**src/hdl/urb_pkg.sv**
```systemverilog
// Package for the UART register bank decoder: offsets, field positions,
// key values and reset values.
// Assumes an 8-bit parallel host bus with three address lines.
package urb_pkg;
  localparam logic [2:0] OFF_0 = 3'h0;
  localparam logic [2:0] OFF_1 = 3'h1;
  localparam logic [2:0] OFF_2 = 3'h2;
  localparam logic [2:0] OFF_3 = 3'h3;
  localparam logic [2:0] OFF_4 = 3'h4;
  localparam logic [2:0] OFF_5 = 3'h5;
  localparam logic [2:0] OFF_6 = 3'h6;
  localparam logic [2:0] OFF_7 = 3'h7;
  localparam logic [7:0] LINE_CTRL_KEY = 8'hBF;
  localparam int DIV_ENABLE_BIT = 7;
  localparam int ENH_ENABLE_BIT = 4;
  localparam int LEVEL_SEL_BIT = 6;
  localparam logic [7:0] IRQ_ENH_MASK = 8'hF0;
  localparam logic [7:0] MODEM_ENH_MASK = 8'hE0;
  localparam logic [7:0] REG_RESET = 8'h00;
  localparam logic [7:0] LINE_CTRL_RESET = 8'h1D;
  localparam logic [7:0] DIV_ZERO = 8'h00;
  localparam logic [7:0] REV_CODE = 8'h10; // Arbitrary value.
  localparam logic [7:0] DEV_CODE = 8'h6E; // Arbitrary value.
endpackage

```
**src/hdl/urb_bank.sv**
```systemverilog
// Register bank decoder of a single-channel UART with 16-byte FIFOs.
// Assumes a synchronous host bus: one-cycle write and read strobes with
// address and data valid in the same cycle; data path logic sits outside.
// Behaviour
// RQ1: Divisor bytes at offsets 0,1 in divisor bank.
// RQ2: Fraction at offset 2 needs enhanced enable.
// RQ3: Normal bank offset 0: receive read, transmit write.
// RQ4: Offset 2 status read, FIFO control write.
// RQ5: Interrupt enable at offset 1, normal bank.
// RQ6: Line control at offset 3 always accessible.
// RQ7: Modem control at offset 4 unless key.
// RQ8: Line status read-only at 5 unless key.
// RQ9: Offset 6 modem status read, control write.
// RQ10: Offset 7 scratch or level/mode by feature bit.
// RQ11: Key bank offset 0: level read, trigger write.
// RQ12: Key bank: feature at 1, enhanced at 2.
// RQ13: Key bank offsets 4-7: four flow characters.
// RQ14: Zero divisor shows revision and device codes.
// RQ15: Enhanced bits gated by enhanced enable bit.
// RQ16: Host sets line control before banked access.
`timescale 1ns/1ns
`default_nettype none
module urb_bank
  import urb_pkg::*;
#(
  parameter logic [7:0] REV_VALUE = REV_CODE, // Arbitrary value.
  parameter logic [7:0] DEV_VALUE = DEV_CODE  // Arbitrary value.
) (
  input wire logic clk_in,
  input wire logic resetn_in,
  input wire logic [2:0] addr_in,
  input wire logic wr_in,
  input wire logic rd_in,
  input wire logic [7:0] wdata_in,
  input wire logic [7:0] rx_holding_in,
  input wire logic [7:0] irq_status_in,
  input wire logic [7:0] line_status_in,
  input wire logic [7:0] modem_status_in,
  input wire logic [7:0] fifo_level_in,
  output logic [7:0] rdata_out,
  output logic rx_pop_out,
  output logic tx_push_out,
  output logic [7:0] tx_holding_out,
  output logic fifo_ctrl_wr_out,
  output logic status_rd_out,
  output logic line_status_rd_out,
  output logic modem_status_rd_out,
  output logic [7:0] fifo_control_out,
  output logic [7:0] divisor_low_out,
  output logic [7:0] divisor_high_out,
  output logic [7:0] divisor_fraction_out,
  output logic [7:0] irq_enable_out,
  output logic [7:0] line_control_out,
  output logic [7:0] modem_control_out,
  output logic [7:0] modem_status_ctrl_out,
  output logic [7:0] scratch_out,
  output logic [7:0] enhanced_mode_out,
  output logic [7:0] fifo_trigger_out,
  output logic [7:0] feature_control_out,
  output logic [7:0] enhanced_function_out,
  output logic [7:0] resume_one_out,
  output logic [7:0] resume_two_out,
  output logic [7:0] pause_one_out,
  output logic [7:0] pause_two_out
);

  typedef enum logic [1:0] {BANK_NORMAL, BANK_DIVISOR, BANK_KEY} urb_bank_t;

  typedef struct packed {
    logic [7:0] div_lo;
    logic [7:0] div_hi;
    logic [7:0] div_frac;
    logic [7:0] irq_en;
    logic [7:0] fifo_ctl;
    logic [7:0] line_ctl;
    logic [7:0] modem_ctl;
    logic [7:0] mstat_ctl;
    logic [7:0] scratch;
    logic [7:0] ems;
    logic [7:0] trg;
    logic [7:0] fct;
    logic [7:0] enh_fn;
    logic [7:0] rs1;
    logic [7:0] rs2;
    logic [7:0] ps1;
    logic [7:0] ps2;
    logic [7:0] tx_byte;
    logic [7:0] rdata;
    logic rx_pop;
    logic tx_push;
    logic fifo_ctl_wr;
    logic irq_st_rd;
    logic line_st_rd;
    logic modem_st_rd;
  } urb_state_t;

  urb_state_t st_ff;
  urb_state_t nxt_st;

  // Bank selection depends on the line control value alone.
  function automatic urb_bank_t bank_of(input logic [7:0] line_ctl);
    if (line_ctl == LINE_CTRL_KEY) begin
      bank_of = BANK_KEY;
    end else if (line_ctl[DIV_ENABLE_BIT]) begin
      bank_of = BANK_DIVISOR;
    end else begin
      bank_of = BANK_NORMAL;
    end
  endfunction

  urb_bank_t bank;
  logic enh;
  logic div_zero;
  logic stat_sel;
  logic fct_sel;
  assign bank = bank_of(st_ff.line_ctl);
  assign enh = st_ff.enh_fn[ENH_ENABLE_BIT];
  assign div_zero = (st_ff.div_lo == DIV_ZERO) && (st_ff.div_hi == DIV_ZERO);
  assign fct_sel = st_ff.fct[LEVEL_SEL_BIT];
  // Offset 2 status/control window differs with the enhanced bit.
  assign stat_sel = enh ? (bank == BANK_NORMAL) : (bank != BANK_KEY); // RQ4

  // One process decodes every access; reads are registered so that the
  // data output comes from a flip-flop, one cycle after the strobe.
  always_comb begin
    nxt_st = st_ff;
    nxt_st.rx_pop = 1'b0;
    nxt_st.tx_push = 1'b0;
    nxt_st.fifo_ctl_wr = 1'b0;
    nxt_st.irq_st_rd = 1'b0;
    nxt_st.line_st_rd = 1'b0;
    nxt_st.modem_st_rd = 1'b0;
    if (wr_in) begin
      case (addr_in)
        OFF_0: begin
          if (bank == BANK_KEY) begin
            nxt_st.trg = wdata_in; // RQ11
          end else if (bank == BANK_DIVISOR) begin
            nxt_st.div_lo = wdata_in; // RQ1
          end else begin
            nxt_st.tx_byte = wdata_in; // RQ3
            nxt_st.tx_push = 1'b1;
          end
        end
        OFF_1: begin
          if (bank == BANK_KEY) begin
            nxt_st.fct = wdata_in; // RQ12
          end else if (bank == BANK_DIVISOR) begin
            nxt_st.div_hi = wdata_in; // RQ1
          end else if (enh) begin
            nxt_st.irq_en = wdata_in; // RQ5
          end else begin
            // Upper enable bits keep their value while locked.
            nxt_st.irq_en = (wdata_in & ~IRQ_ENH_MASK) |
                            (st_ff.irq_en & IRQ_ENH_MASK); // RQ15
          end
        end
        OFF_2: begin
          if (bank == BANK_KEY && !stat_sel) begin
            nxt_st.enh_fn = wdata_in; // RQ12
          end else if (stat_sel) begin
            nxt_st.fifo_ctl = wdata_in; // RQ4
            nxt_st.fifo_ctl_wr = 1'b1;
          end else if (bank == BANK_DIVISOR && enh) begin
            nxt_st.div_frac = wdata_in; // RQ2
          end
        end
        OFF_3: nxt_st.line_ctl = wdata_in; // RQ6
        OFF_4: begin
          if (bank == BANK_KEY) begin
            nxt_st.rs1 = wdata_in; // RQ13
          end else if (enh) begin
            nxt_st.modem_ctl = wdata_in; // RQ7
          end else begin
            nxt_st.modem_ctl = (wdata_in & ~MODEM_ENH_MASK) |
                               (st_ff.modem_ctl & MODEM_ENH_MASK); // RQ15
          end
        end
        OFF_5: begin
          // Line status is read-only; only the key bank takes a write.
          if (bank == BANK_KEY) begin
            nxt_st.rs2 = wdata_in; // RQ13
          end
        end
        OFF_6: begin
          if (bank == BANK_KEY) begin
            nxt_st.ps1 = wdata_in; // RQ13
          end else if (enh) begin
            nxt_st.mstat_ctl = wdata_in; // RQ9
          end
        end
        OFF_7: begin
          if (bank == BANK_KEY) begin
            nxt_st.ps2 = wdata_in; // RQ13
          end else if (fct_sel) begin
            nxt_st.ems = wdata_in; // RQ10
          end else begin
            nxt_st.scratch = wdata_in; // RQ10
          end
        end
        default: nxt_st.line_ctl = st_ff.line_ctl;
      endcase
    end
    if (rd_in) begin
      nxt_st.rdata = REG_RESET;
      case (addr_in)
        OFF_0: begin
          if (bank == BANK_KEY) begin
            nxt_st.rdata = fifo_level_in; // RQ11
          end else if (bank == BANK_DIVISOR) begin
            nxt_st.rdata = div_zero ? REV_VALUE : st_ff.div_lo; // RQ14
          end else begin
            nxt_st.rdata = rx_holding_in; // RQ3
            nxt_st.rx_pop = 1'b1;
          end
        end
        OFF_1: begin
          if (bank == BANK_KEY) begin
            nxt_st.rdata = st_ff.fct; // RQ12
          end else if (bank == BANK_DIVISOR) begin
            nxt_st.rdata = div_zero ? DEV_VALUE : st_ff.div_hi; // RQ14
          end else begin
            nxt_st.rdata = enh ? st_ff.irq_en :
                           (st_ff.irq_en & ~IRQ_ENH_MASK); // RQ15
          end
        end
        OFF_2: begin
          if (bank == BANK_KEY && !stat_sel) begin
            nxt_st.rdata = st_ff.enh_fn; // RQ12
          end else if (stat_sel) begin
            nxt_st.rdata = irq_status_in; // RQ4
            nxt_st.irq_st_rd = 1'b1;
          end else if (bank == BANK_DIVISOR && enh) begin
            nxt_st.rdata = st_ff.div_frac; // RQ2
          end
        end
        OFF_3: nxt_st.rdata = st_ff.line_ctl; // RQ6
        OFF_4: begin
          if (bank == BANK_KEY) begin
            nxt_st.rdata = st_ff.rs1; // RQ13
          end else begin
            nxt_st.rdata = enh ? st_ff.modem_ctl :
                           (st_ff.modem_ctl & ~MODEM_ENH_MASK); // RQ7
          end
        end
        OFF_5: begin
          if (bank == BANK_KEY) begin
            nxt_st.rdata = st_ff.rs2; // RQ13
          end else begin
            nxt_st.rdata = line_status_in; // RQ8
            nxt_st.line_st_rd = 1'b1;
          end
        end
        OFF_6: begin
          if (bank == BANK_KEY) begin
            nxt_st.rdata = st_ff.ps1; // RQ13
          end else begin
            nxt_st.rdata = modem_status_in; // RQ9
            nxt_st.modem_st_rd = 1'b1;
          end
        end
        OFF_7: begin
          if (bank == BANK_KEY) begin
            nxt_st.rdata = st_ff.ps2; // RQ13
          end else begin
            nxt_st.rdata = fct_sel ? fifo_level_in : st_ff.scratch; // RQ10
          end
        end
        default: nxt_st.rdata = REG_RESET;
      endcase
    end
  end

  // Every register clears on reset except line control, which resets to
  // a normal-bank value so the host starts on the standard registers.
  always_ff @(posedge clk_in or negedge resetn_in) begin
    if (!resetn_in) begin
      st_ff <= '0;
      st_ff.line_ctl <= LINE_CTRL_RESET;
    end else begin
      st_ff <= nxt_st;
    end
  end

  // Outputs; enhanced-only fields read as zero while locked.
  assign rdata_out = st_ff.rdata;
  assign rx_pop_out = st_ff.rx_pop;
  assign tx_push_out = st_ff.tx_push;
  assign tx_holding_out = st_ff.tx_byte;
  assign fifo_ctrl_wr_out = st_ff.fifo_ctl_wr;
  assign status_rd_out = st_ff.irq_st_rd;
  assign line_status_rd_out = st_ff.line_st_rd;
  assign modem_status_rd_out = st_ff.modem_st_rd;
  assign fifo_control_out = st_ff.fifo_ctl;
  assign divisor_low_out = st_ff.div_lo;
  assign divisor_high_out = st_ff.div_hi;
  assign divisor_fraction_out = enh ? st_ff.div_frac : REG_RESET; // RQ15
  assign irq_enable_out = enh ? st_ff.irq_en :
                          (st_ff.irq_en & ~IRQ_ENH_MASK); // RQ15
  assign line_control_out = st_ff.line_ctl;
  assign modem_control_out = enh ? st_ff.modem_ctl :
                             (st_ff.modem_ctl & ~MODEM_ENH_MASK); // RQ15
  assign modem_status_ctrl_out = enh ? st_ff.mstat_ctl : REG_RESET; // RQ15
  assign scratch_out = st_ff.scratch;
  assign enhanced_mode_out = st_ff.ems;
  assign fifo_trigger_out = st_ff.trg;
  assign feature_control_out = st_ff.fct;
  assign enhanced_function_out = st_ff.enh_fn;
  assign resume_one_out = st_ff.rs1;
  assign resume_two_out = st_ff.rs2;
  assign pause_one_out = st_ff.ps1;
  assign pause_two_out = st_ff.ps2;
endmodule
`default_nettype wire

```
**config.mk**
```make
export PLATFORM = sky130hd
export DESIGN_NAME = urb_bank
export DESIGN_NICKNAME = d
export VERILOG_FILES = /design/src/hdl/urb_pkg.sv /design/src/hdl/urb_bank.sv
export SDC_FILE = /design/constraint.sdc
export NUM_CORES = 1
export LEC_CHECK = 0
export BUFFER_PORTS_ARGS = -buffer_cell sky130_fd_sc_hd__buf_4
export CAP_MARGIN = 20
export CORE_ASPECT_RATIO = 1.4
export CORE_MARGIN = 10
export CORE_UTILIZATION = 54
export CTS_BUF_LIST = sky130_fd_sc_hd__clkbuf_16
export CTS_CLUSTER_DIAMETER = 60
export DETAILED_ROUTE_END_ITERATION = 8
export PLACE_DENSITY = 0.81
export SETUP_SLACK_MARGIN = 0.5
export SLEW_MARGIN = 20
export SYNTH_ARGS = -nofsm -noshare
export SYNTH_HDL_FRONTEND = slang
export SYNTH_SLANG_ARGS = --single-unit
```
**constraint.sdc**
```tcl
create_clock -name clk_in -period 2.6 [get_ports clk_in]
set_clock_uncertainty 0.05 [all_clocks]
set_input_delay 0.26 -clock clk_in [delete_from_list [all_inputs] [get_ports clk_in]]
set_output_delay 0.26 -clock clk_in [all_outputs]
set_load 0.05 [all_outputs]
```
After elaboration in Yosys (flattened, before gate mapping) --
Cells that the tools add are included. Widths: inputs -> output; s select.
Operators by class: reduce and logical (&&, ||, !) cells 26, muxes and demuxes 36, bitwise operators 7, equality and inequality tests 11
Operator list (number):
- $mux 8 | 20
- $pmux 8 s8 | 1
- $reduce_and 4->1 | 8
- $reduce_and 3->1 | 8
- $logic_not 8->1 | 2
- $eq 3x3->1 const B | 4
- $mux 1 | 12
- $eq 8x8->1 const B | 1
- $or 4x8->8 | 1
- $or 5x8->8 | 1
- $eq 3x2->1 const B | 2
- $not 1->1 | 5
- $reduce_and 5->1 | 1
- $mux 2 | 2
- $eq 3x1->1 const B | 1
- $logic_and 1x1->1 | 3
- $logic_not 3->1 | 1
- $mux 3 | 1
- $eq 2x1->1 const B | 1
- $eq 2x2->1 const B | 1
- $logic_not 2->1 | 1
- $ne 2x2->1 const B | 1
- $reduce_and 2->1 | 1
- $logic_not 1->1 | 1
Storage, ports and cells: word-level logic and storage cells 105, flip-flop bits (word level) 158, input bits 55

Longest topological paths before layout --
Gate-level depths: netlist of the first run.
depth in word-level cells 9, depth in mapped cells 8, gate-level depth less buffers 5

Least setup slack after synthesis of the first run --
No wires, ideal clock.
kind reg-to-reg, start register st_ff, in the netlist line_control_out[4], end register st_ff, in the netlist pause_two_out[0], setup slack 689 ps, data required time 2425 ps, cell stages (with the launch flop) 6, clock period less this slack 1911 ps, data arrival time 1736 ps, cells stage by stage dfstp_2 -> nand4_1 -> nor2_2 -> nand2_1 -> nor2_2 -> mux2_2
Between the ends: word-level cells in the longest chain between the ends 4
Ends and longest elaborated chain:
- from (decl) | line urb_bank.sv:97 | urb_state_t st_ff;
- from (signal assigned) | line urb_bank.sv:281 | st_ff <= nxt_st;
- $eq 8x8->1 | line urb_bank.sv:102 | if (line_ctl == LINE_CTRL_KEY) begin
- $mux 2 | line urb_bank.sv:102
- $eq 2x2->1 | line urb_bank.sv:193 | if (bank == BANK_KEY) begin
- $reduce_and 3->1 (no line)
Every way passes these cells. A chain may end at the register's enable or synchronous reset.

Worst setup path after layout of the first run --
start register st_ff, in the netlist line_control_out[5], end register st_ff, in the netlist rdata_out[7]
Between the ends: word-level cells in the longest chain between the ends 8
Ends and longest elaborated chain:
- $eq 8x8->1 * | line urb_bank.sv:102
- $mux 2 * | line urb_bank.sv:102
- $eq 2x1->1 (tied with other cells) | line urb_bank.sv:210, urb_bank.sv:220, urb_bank.sv:233
- $logic_and 1x1->1 or $mux 1 (tied branches) | line urb_bank.sv:233, urb_bank.sv:121
- $mux 8 or $logic_not 1->1 (tied branches) | line urb_bank.sv:233, urb_bank.sv:228
- $mux 8 or $logic_and 1x1->1 (tied branches) | line urb_bank.sv:230, urb_bank.sv:228
- $mux 8 | line urb_bank.sv:228 | if (bank == BANK_KEY && !stat_sel) begin
- $pmux 8 s8 * | line urb_bank.sv:206 | case (addr_in)
Every way passes the cells marked *; elsewhere a longest branch is shown, timed or not.

==> impl_metrics.py, run 1 <==
metrics = {
    "outcome": {
        "outcome": "completed",
    },
    "global_routing": {
        "grt_use_total_pct": 25.8,
        "grt-busiest-layer": "met2",
        "grt_pass1_wl_um": 42400,
        "grt_start_max_net_pins": 64,
        "grt_pass1_vias": 6856,
        "met1_usage_pct": 30.5,
        "antenna_found_initial": 0,
        "grt-ovfl-total": 0,
        "use_met2_pct": 44.2,
        "use_met3_pct": 6.00,
    },
    "placement": {
        "dp_hpwl_um": 20900,
        "pre_cts_slack_ns": 0.134,
        "gp_congestion": 0.969,
        "numPortBuffers": 212,
    },
    "pwr": {
        "p_int_uw": 5020,
        "sw_frac_of_total_pct": 36.5,
        "p_sw_uw": 2890,
        "p_leak_uw": 0.00514,
        "ir_worst_vdd_uv": 561,
        "combPwrFrac_pct": 29.3,
        "p_per_area_nw_per_um2": 763,
        "power_uw": 7910,
        "clkPwrFrac_pct": 32.7,
        "power_frac_seq_pct": 38.0,
    },
    "die": {
        "die_y_um": 170,
        "die_area_um2": 21600,
        "io_pins": 213,
        "rows": 54,
        "die_x_um": 127,
        "core_um2": 15700,
        "initial_core_util_pct": 55.3,
    },
    "routing": {
        "num_vias": 6287,
        "wl_um": 28600,
        "viasPerCell": 6.09,
        "wire_per_inst_um": 27.7,
        "drc": 0,
        "drt_pass1_iterations": 5,
        "ant_nets": 0,
        "drt_iter0_markers": 538,
    },
    "clock_tree": {
        "cts.path.max_buffers": 2,
        "cts-buffers-inserted": 17,
        "clkLatencyLatePin_ns": 0.43,
        "cts_tree": "yes",
        "clkTransAtPathRegs_ns": 0.06,
        "clock_sinks": 158,
        "htreeDepth": 4,
        "cts_root_buf": "clkbuf_16",
    },
    "sta": {
        "relSlewSlack_pct": 58.4,
        "finalWorstPathRequiredPeriod_ns": 2.09,
        "finalSetupViolations": 0,
        "fmax_ghz": 0.479,
        "fin_crit_sh_pct": 80.3,
        "setup-tns-final_ns": 0,
        "worst_pin_slew_ns": 0.624,
        "slew_violations": 0,
        "hold_violations": 0,
        "worst_slack_ns": 0.512,
        "rsz0062_at_grt": "true",
    },
    "final_layout": {
        "diodes": 0,
        "multi_input_area_um2": 3670,
        "nNetsFinal": 878,
        "area_delta_synth_final_pct": 19.5,
        "n_fill_cell": 1187,
        "drive_gt1_share_pct": 57.1,
        "seqCellArea_um2": 3960,
    },
    "worst_hold_path": {
        "min_path_type": "primary input to register",
        "whs_endpoint": "rdata_out[0]",
        "min-delay-start": "line_status_in[0]",
        "hold_path_depth": 4,
    },
    "yosys": {
        "yosysSeqAreaShare_pct": 45.6,
        "synth-main-ff-cell": "dfrtp_1",
        "yosysTopAreaCellShare_pct": 44.4,
        "synth_cell_types": 52,
        "synth_area_um2": 8680,
        "synth_area_leaders": "dfrtp_1 (44%), mux2_2 (18%), buf_4 (11%), mux2_4 (2.8%), mux2i_1 (2.5%)",
        "ys_warn_count": 0,
        "yosys_register_bits": 158,
        "synth_async_sr_flop_share_pct": 100,
        "syn_inst": 729,
        "syn_avg_cell_area_um2": 11.9,
        "syn_nets": 784,
        "synth_edf_count": 0,
        "synth_area_leader_cell": "dfrtp_1",
    },
    "job": {
        "cap_viol_max_count": 0,
    },
    "setup_path": {
        "cp_data_arrival_time_ns": 2.35,
        "worst_ep_required_time_ns": 2.86,
        "path_class": "register to register",
        "crit_path_end_kind": "register",
        "r2r_start": "line_control_out[5]",
        "cp_cell_sequence": "nand4_1 -> buf_4 -> nor2_4 -> buf_6 -> buf_12 -> a221oi_1 -> o221ai_1 -> o31a_1",
        "crit_fanout": 7,
        "reg2reg_depth": 8,
        "rrSetupSlack_ns": 0.51,
        "critPathLaunchType": "register",
        "r2r_end": "rdata_out[7]",
        "crit_path_top_delay_cell": "a221oi_1",
        "critPathMaxStageDelay_ns": 0.44,
    },
}
==> cells in the final DEF, fill, tap and decap left out, types with 3 or more instances in the layout <==
master	count
nor4_1	4
a22oi_1	5
nand3_2	3
a31oi_1	8
bufinv_16	3
a221oi_1	4
a22o_1	6
o22ai_1	5
o21ai_0	11
mux2_2	140
nor3_1	7
buf_4	233
and2_1	26
o221ai_1	6
a21oi_1	28
nand2_1	16
mux4_2	3
nand3_1	8
a221oi_2	3
mux2i_1	21
o31a_1	4
nor2b_1	5
dfrtp_1	152
nor2_4	4
clkinv_4	3
mux2_4	16
dfstp_2	4
or3_4	3
buf_6	3
inv_1	7
nand3_4	3
clkbuf_16	17
buf_12	3
nand2_2	3
nor2_1	18
inv_6	4
o221a_2	6
==> power by group through the flow <==
stage,Sequential [µW],Clock (µW),Combinational [µW]
floorplan,2920,0,1850
global placement,3010,0,2240
detailed placement,3030,0,2270
CTS,2990,2600,2300
global route,3030,2730,2400
finish,3000,2590,2320
==> registers in the layout, indices dropped and copies added, names as in the netlist <==
name                   cells
status_rd_out              1
divisor_high_out           8
divisor_low_out            8
enhanced_function_out      8
feature_control_out        8
st_ff                     32
pause_two_out              8
rx_pop_out                 1
tx_holding_out             8
resume_one_out             8
fifo_ctrl_wr_out           1
tx_push_out                1
modem_status_rd_out        1
enhanced_mode_out          8
fifo_trigger_out           8
line_control_out           8
resume_two_out             8
line_status_rd_out         1
pause_one_out              8
scratch_out                8
fifo_control_out           8
rdata_out                  8
==> worst max-delay path, delay by kind of cell (launching register included) <==
family / cells / cell delay (ns)
AOI/OAI and AO/OA: 3 / 0.89
buffers and inverters: 3 / 0.43
DFF: 1 / 0.43
and+or+nand+nor: 2 / 0.17
==> cells in the mapped netlist, types with 7 or more instances <==
| cell type | number |
|---|---|
| dfrtp_1 | 154 |
| mux2_2 | 140 |
| buf_4 | 131 |
| a21oi_1 | 28 |
| and2_1 | 26 |
| mux2i_1 | 22 |
| clkbuf_1 | 19 |
| nand2_1 | 18 |
| nor2_1 | 18 |
| mux2_4 | 16 |
| o21ai_0 | 12 |
| a221oi_1 | 8 |
| a31oi_1 | 8 |
| buf_2 | 8 |
| nand3_1 | 8 |
| nor3_1 | 7 |
| o221ai_1 | 7 |
==> repair_timing <==
item,CTS,global route
endpoints found under the hold margin,59,0
buffers inserted,5,6
gates resized for setup,20,11
hold buffers,1,0
pin swaps,5,5
gates cloned,0,1
endpoints found under the setup margin,99,87
==> per-stage QoR <==
| stage | instances | hold slack, ns | cell area [µm²] | utilization [%] |
|---|---|---|---|---|
| after floorplan | 729 | -0.0856 | 8680 | - |
| after global placement | 987 | 0.219 | 9490 | 60.6 |
| after detailed placement | 987 | 0.234 | 9490 | 60.6 |
| after CTS | 1025 | 0.164 | 10300 | 65.5 |
| after global routing | 1032 | 0.193 | 10400 | 66.1 |
| final | 1032 | 0.178 | 10400 | 66.1 |
==> how the worst max path moves through the flow <==
stage                        start               end  slack (ns)
4_1_cts        line_control_out[2]      rdata_out[0]        0.35
5_1_grt        line_control_out[3]      rdata_out[0]        0.48
3_5_place_dp   line_control_out[4]      rdata_out[0]        0.13
2_1_floorplan  line_control_out[4]  pause_two_out[0]        0.69
3_3_place_gp   line_control_out[4]      rdata_out[0]        0.16
6_report       line_control_out[5]      rdata_out[7]        0.51
==> area by class of cell <==
type                    instances  share of cell area (%)
inverters                       6                   0.217
well taps                     196                    2.37
flip-flops and latches        158                    38.2
clock buffers                  17                    4.10
clock inverters                15                    1.80
multi-input cells             400                    35.4
repair buffers                240                    17.9
==> metal layers <==
| metal | wire length (µm) | part of all wire (%) |
|---|---|---|
| met1 | 10900 | 38 |
| met2 | 14800 | 52 |
| met3 | 2040 | 7.1 |
| met4 | 835 | 2.9 |
| met5 | 0 | 0 |
==> cells by family after synthesis <==
kind of cell / share of synthesized area, %
compound gates: 8.32
buf+inv: 13.7
flops: 45.6
mux: 24.3
simple gates: 8.05
Power figures use the tool's default switching activity.
==> run 2, diff against run 1 <==
Settings changed: ABC_AREA set to 1.
Clock period 2.6 ns to 2 ns, I/O delays scaled along.
==> run 2 against run 1 <==
Wire length up 13%; non-clock buffer count up 44; global-route usage up 2.2 points; maximum frequency up 14%; register-to-register slack worse by 0.35 ns; worst hold slack worse by 0.14 ns; die area about the same; critical path type unchanged; critical endpoint is now rdata_out[0]; highest routed layer unchanged.
==> impl_metrics.py, run 2 <==
metrics = {
    "clock_tree": {
        "cts_tree": "yes",
        "clkTransAtPathRegs_ns": 0.06,
        "clkLatencyLatePin_ns": 0.44,
        "cts_root_buf": "clkbuf_16",
        "htreeDepth": 4,
        "clock_sinks": 158,
        "cts.path.max_buffers": 2,
        "cts-buffers-inserted": 17,
    },
    "yosys": {
        "syn_nets": 1180,
        "synth_edf_count": 0,
        "synth_area_leaders": "dfrtp_1 (44%), nand2_1 (15%), buf_4 (12%), o21ai_0 (6.6%), inv_1 (3.7%)",
        "syn_inst": 1125,
        "synth_area_leader_cell": "dfrtp_1",
        "synth-main-ff-cell": "dfrtp_1",
        "yosysTopAreaCellShare_pct": 44.5,
        "ys_warn_count": 0,
        "yosysSeqAreaShare_pct": 45.7,
        "synth_async_sr_flop_share_pct": 100,
        "synth_cell_types": 28,
        "yosys_register_bits": 158,
        "syn_avg_cell_area_um2": 7.70,
        "synth_area_um2": 8670,
        "synthMostInstantiatedCell": "nand2_1",
        "yosys-top-cells-count": "nand2_1 (340), dfrtp_1 (154), buf_4 (136), o21ai_0 (114), inv_1 (85)",
    },
    "placement": {
        "gp_congestion": 0.933,
        "numPortBuffers": 212,
        "dp_hpwl_um": 20900,
        "pre_cts_slack_ns": 0.109,
        "place_inst": 1389,
    },
    "die": {
        "core_um2": 15700,
        "die_y_um": 170,
        "rows": 54,
        "die_x_um": 127,
        "initial_core_util_pct": 55.3,
        "die_area_um2": 21600,
        "io_pins": 213,
    },
    "pwr": {
        "p_leak_uw": 0.00609,
        "p_per_area_nw_per_um2": 863,
        "ir_worst_vdd_uv": 647,
    },
    "job": {
        "cap_viol_max_count": 0,
    },
    "sta": {
        "finalSetupViolations": 0,
        "setup-tns-final_ns": 0,
        "relSlewSlack_pct": 53.2,
        "worst_pin_slew_ns": 0.700,
        "rsz0062_at_grt": "true",
        "fin_crit_sh_pct": 91.8,
        "finalWorstPathRequiredPeriod_ns": 1.84,
        "fmax_ghz": 0.545,
        "slew_violations": 0,
        "hold_violations": 0,
        "worst_slack_ns": 0.164,
    },
    "routing": {
        "wire_per_inst_um": 22.0,
        "wl_um": 32200,
        "drc": 0,
        "num_vias": 8460,
        "drt_pass1_iterations": 6,
        "drt_iter0_markers": 1108,
        "viasPerCell": 5.77,
        "ant_nets": 0,
    },
    "global_routing": {
        "antenna_found_initial": 0,
        "grt_start_max_net_pins": 50,
        "grt_use_total_pct": 28.0,
        "grt_pass1_wl_um": 47300,
        "grt-ovfl-total": 0,
        "grt_pass1_vias": 8264,
    },
    "setup_path": {
        "crit_fanout": 5,
        "crit_path_end_kind": "register",
        "r2r_end": "rdata_out[0]",
        "path_class": "register to register",
        "crit_start": "line_control_out[4]",
        "r2r_start": "line_control_out[4]",
        "critPathLaunchType": "register",
        "reg2reg_depth": 10,
        "cp_data_arrival_time_ns": 2.11,
        "cp-endpoint": "rdata_out[0]",
        "rrSetupSlack_ns": 0.16,
        "worst_ep_required_time_ns": 2.28,
    },
    "final_layout": {
        "final_util_pct": 72.9,
        "largest_reg_flops": 32,
        "drive_gt1_share_pct": 34.4,
        "n_fill_cell": 1168,
        "fin_cells": 1466,
        "diodes": 0,
        "regMostFlops": "st_ff",
        "layout_common_cells": "nand2_1 (301), buf_4 (224), dfrtp_1 (154)",
        "nNetsFinal": 1312,
        "area_delta_synth_final_pct": 31.8,
        "final_common_cell": "nand2_1",
    },
    "outcome": {
        "outcome": "completed",
    },
    "worst_hold_path": {
        "min_path_type": "primary input to register",
    },
}
[run 2: what timing repair did]
item | 4_1_cts | 5_1_grt
pin swaps | 8 | 2
setup endpoints to repair | 157 | 170
cloned | 12 | 0
setup buffers | 29 | 3
resized for setup | 204 | 44
endpoints found under the hold margin | 42 | 0
hold buffers | 1 | 0
[run 2: kinds of logic after synthesis]
logic type	Yosys count	share of synthesized area (%)
AND/OR/NAND/NOR	504	25.1
buffers and inverters	276	18.2
AO/OA/AOI/OAI	187	11.1
flip-flops	158	45.7
[run 2: routing by layer]
metal | up-vias | wire [µm] | GRT usage, %
met5 | - | 0 | 0
met4 | 0 | 2240 | 17.6
met3 | 148 | 2620 | 5.81
met2 | 531 | 16000 | 47.4
met1 | 4026 | 11400 | 31.7
li1 | 3755 | - | -
[run 2: final cells by class]
| type | instances | area, µm² | area share [%] |
|---|---|---|---|
| Clock inverter | 15 | 138 | 1.20 |
| Sequential cell | 158 | 3960 | 34.7 |
| Multi-Input combinational cell | 700 | 3670 | 32.1 |
| Inverter | 96 | 413 | 3.61 |
| Tap cell | 196 | 245 | 2.15 |
| Clock buffer | 17 | 425 | 3.72 |
| Timing Repair Buffer | 284 | 2580 | 22.6 |
[run 2: worst min path at each step]
stage / end / startpoint / slack (ns) / cells after the start
final: line_status_rd_out / rd_in / 0.04 / 3
after global routing: modem_status_rd_out / rd_in / 0.04 / 3
after CTS: line_status_rd_out / rd_in / 0.04 / 3
after detailed placement: enhanced_mode_out[5] / resetn_in / 0.12 / 1
after global placement: enhanced_mode_out[5] / resetn_in / 0.11 / 1
after floorplan: divisor_high_out[0] / resetn_in / -0.15 / 0
[run 2: worst max-delay path: stages (launching register included)]
cell     delay, ns
dfstp_2       0.54
nand2_1       0.09
nor2_4        0.15
nand2_4       0.13
buf_6         0.16
nor2_2        0.09
o21ai_1       0.10
nor2_1        0.19
nand3_1       0.12
nand2_1       0.07
nand2_1       0.04
[run 2: report_power, final]
part	total [µW]	internal, µW	switching, µW
clock	3190	1730	1460
sequential	3780	3500	279
combinational	2890	862	2030
total	9850	6090	3760
[run 2: per-stage QoR]
step	total power (µW)	hold WS, ns	cell area [µm²]
after floorplan	5890	-0.146	8840
final	9850	0.0361	11400
after CTS	9730	0.0363	11200
after detailed placement	6500	0.120	9680
after global routing	10100	0.0408	11400
after global placement	6460	0.112	9680
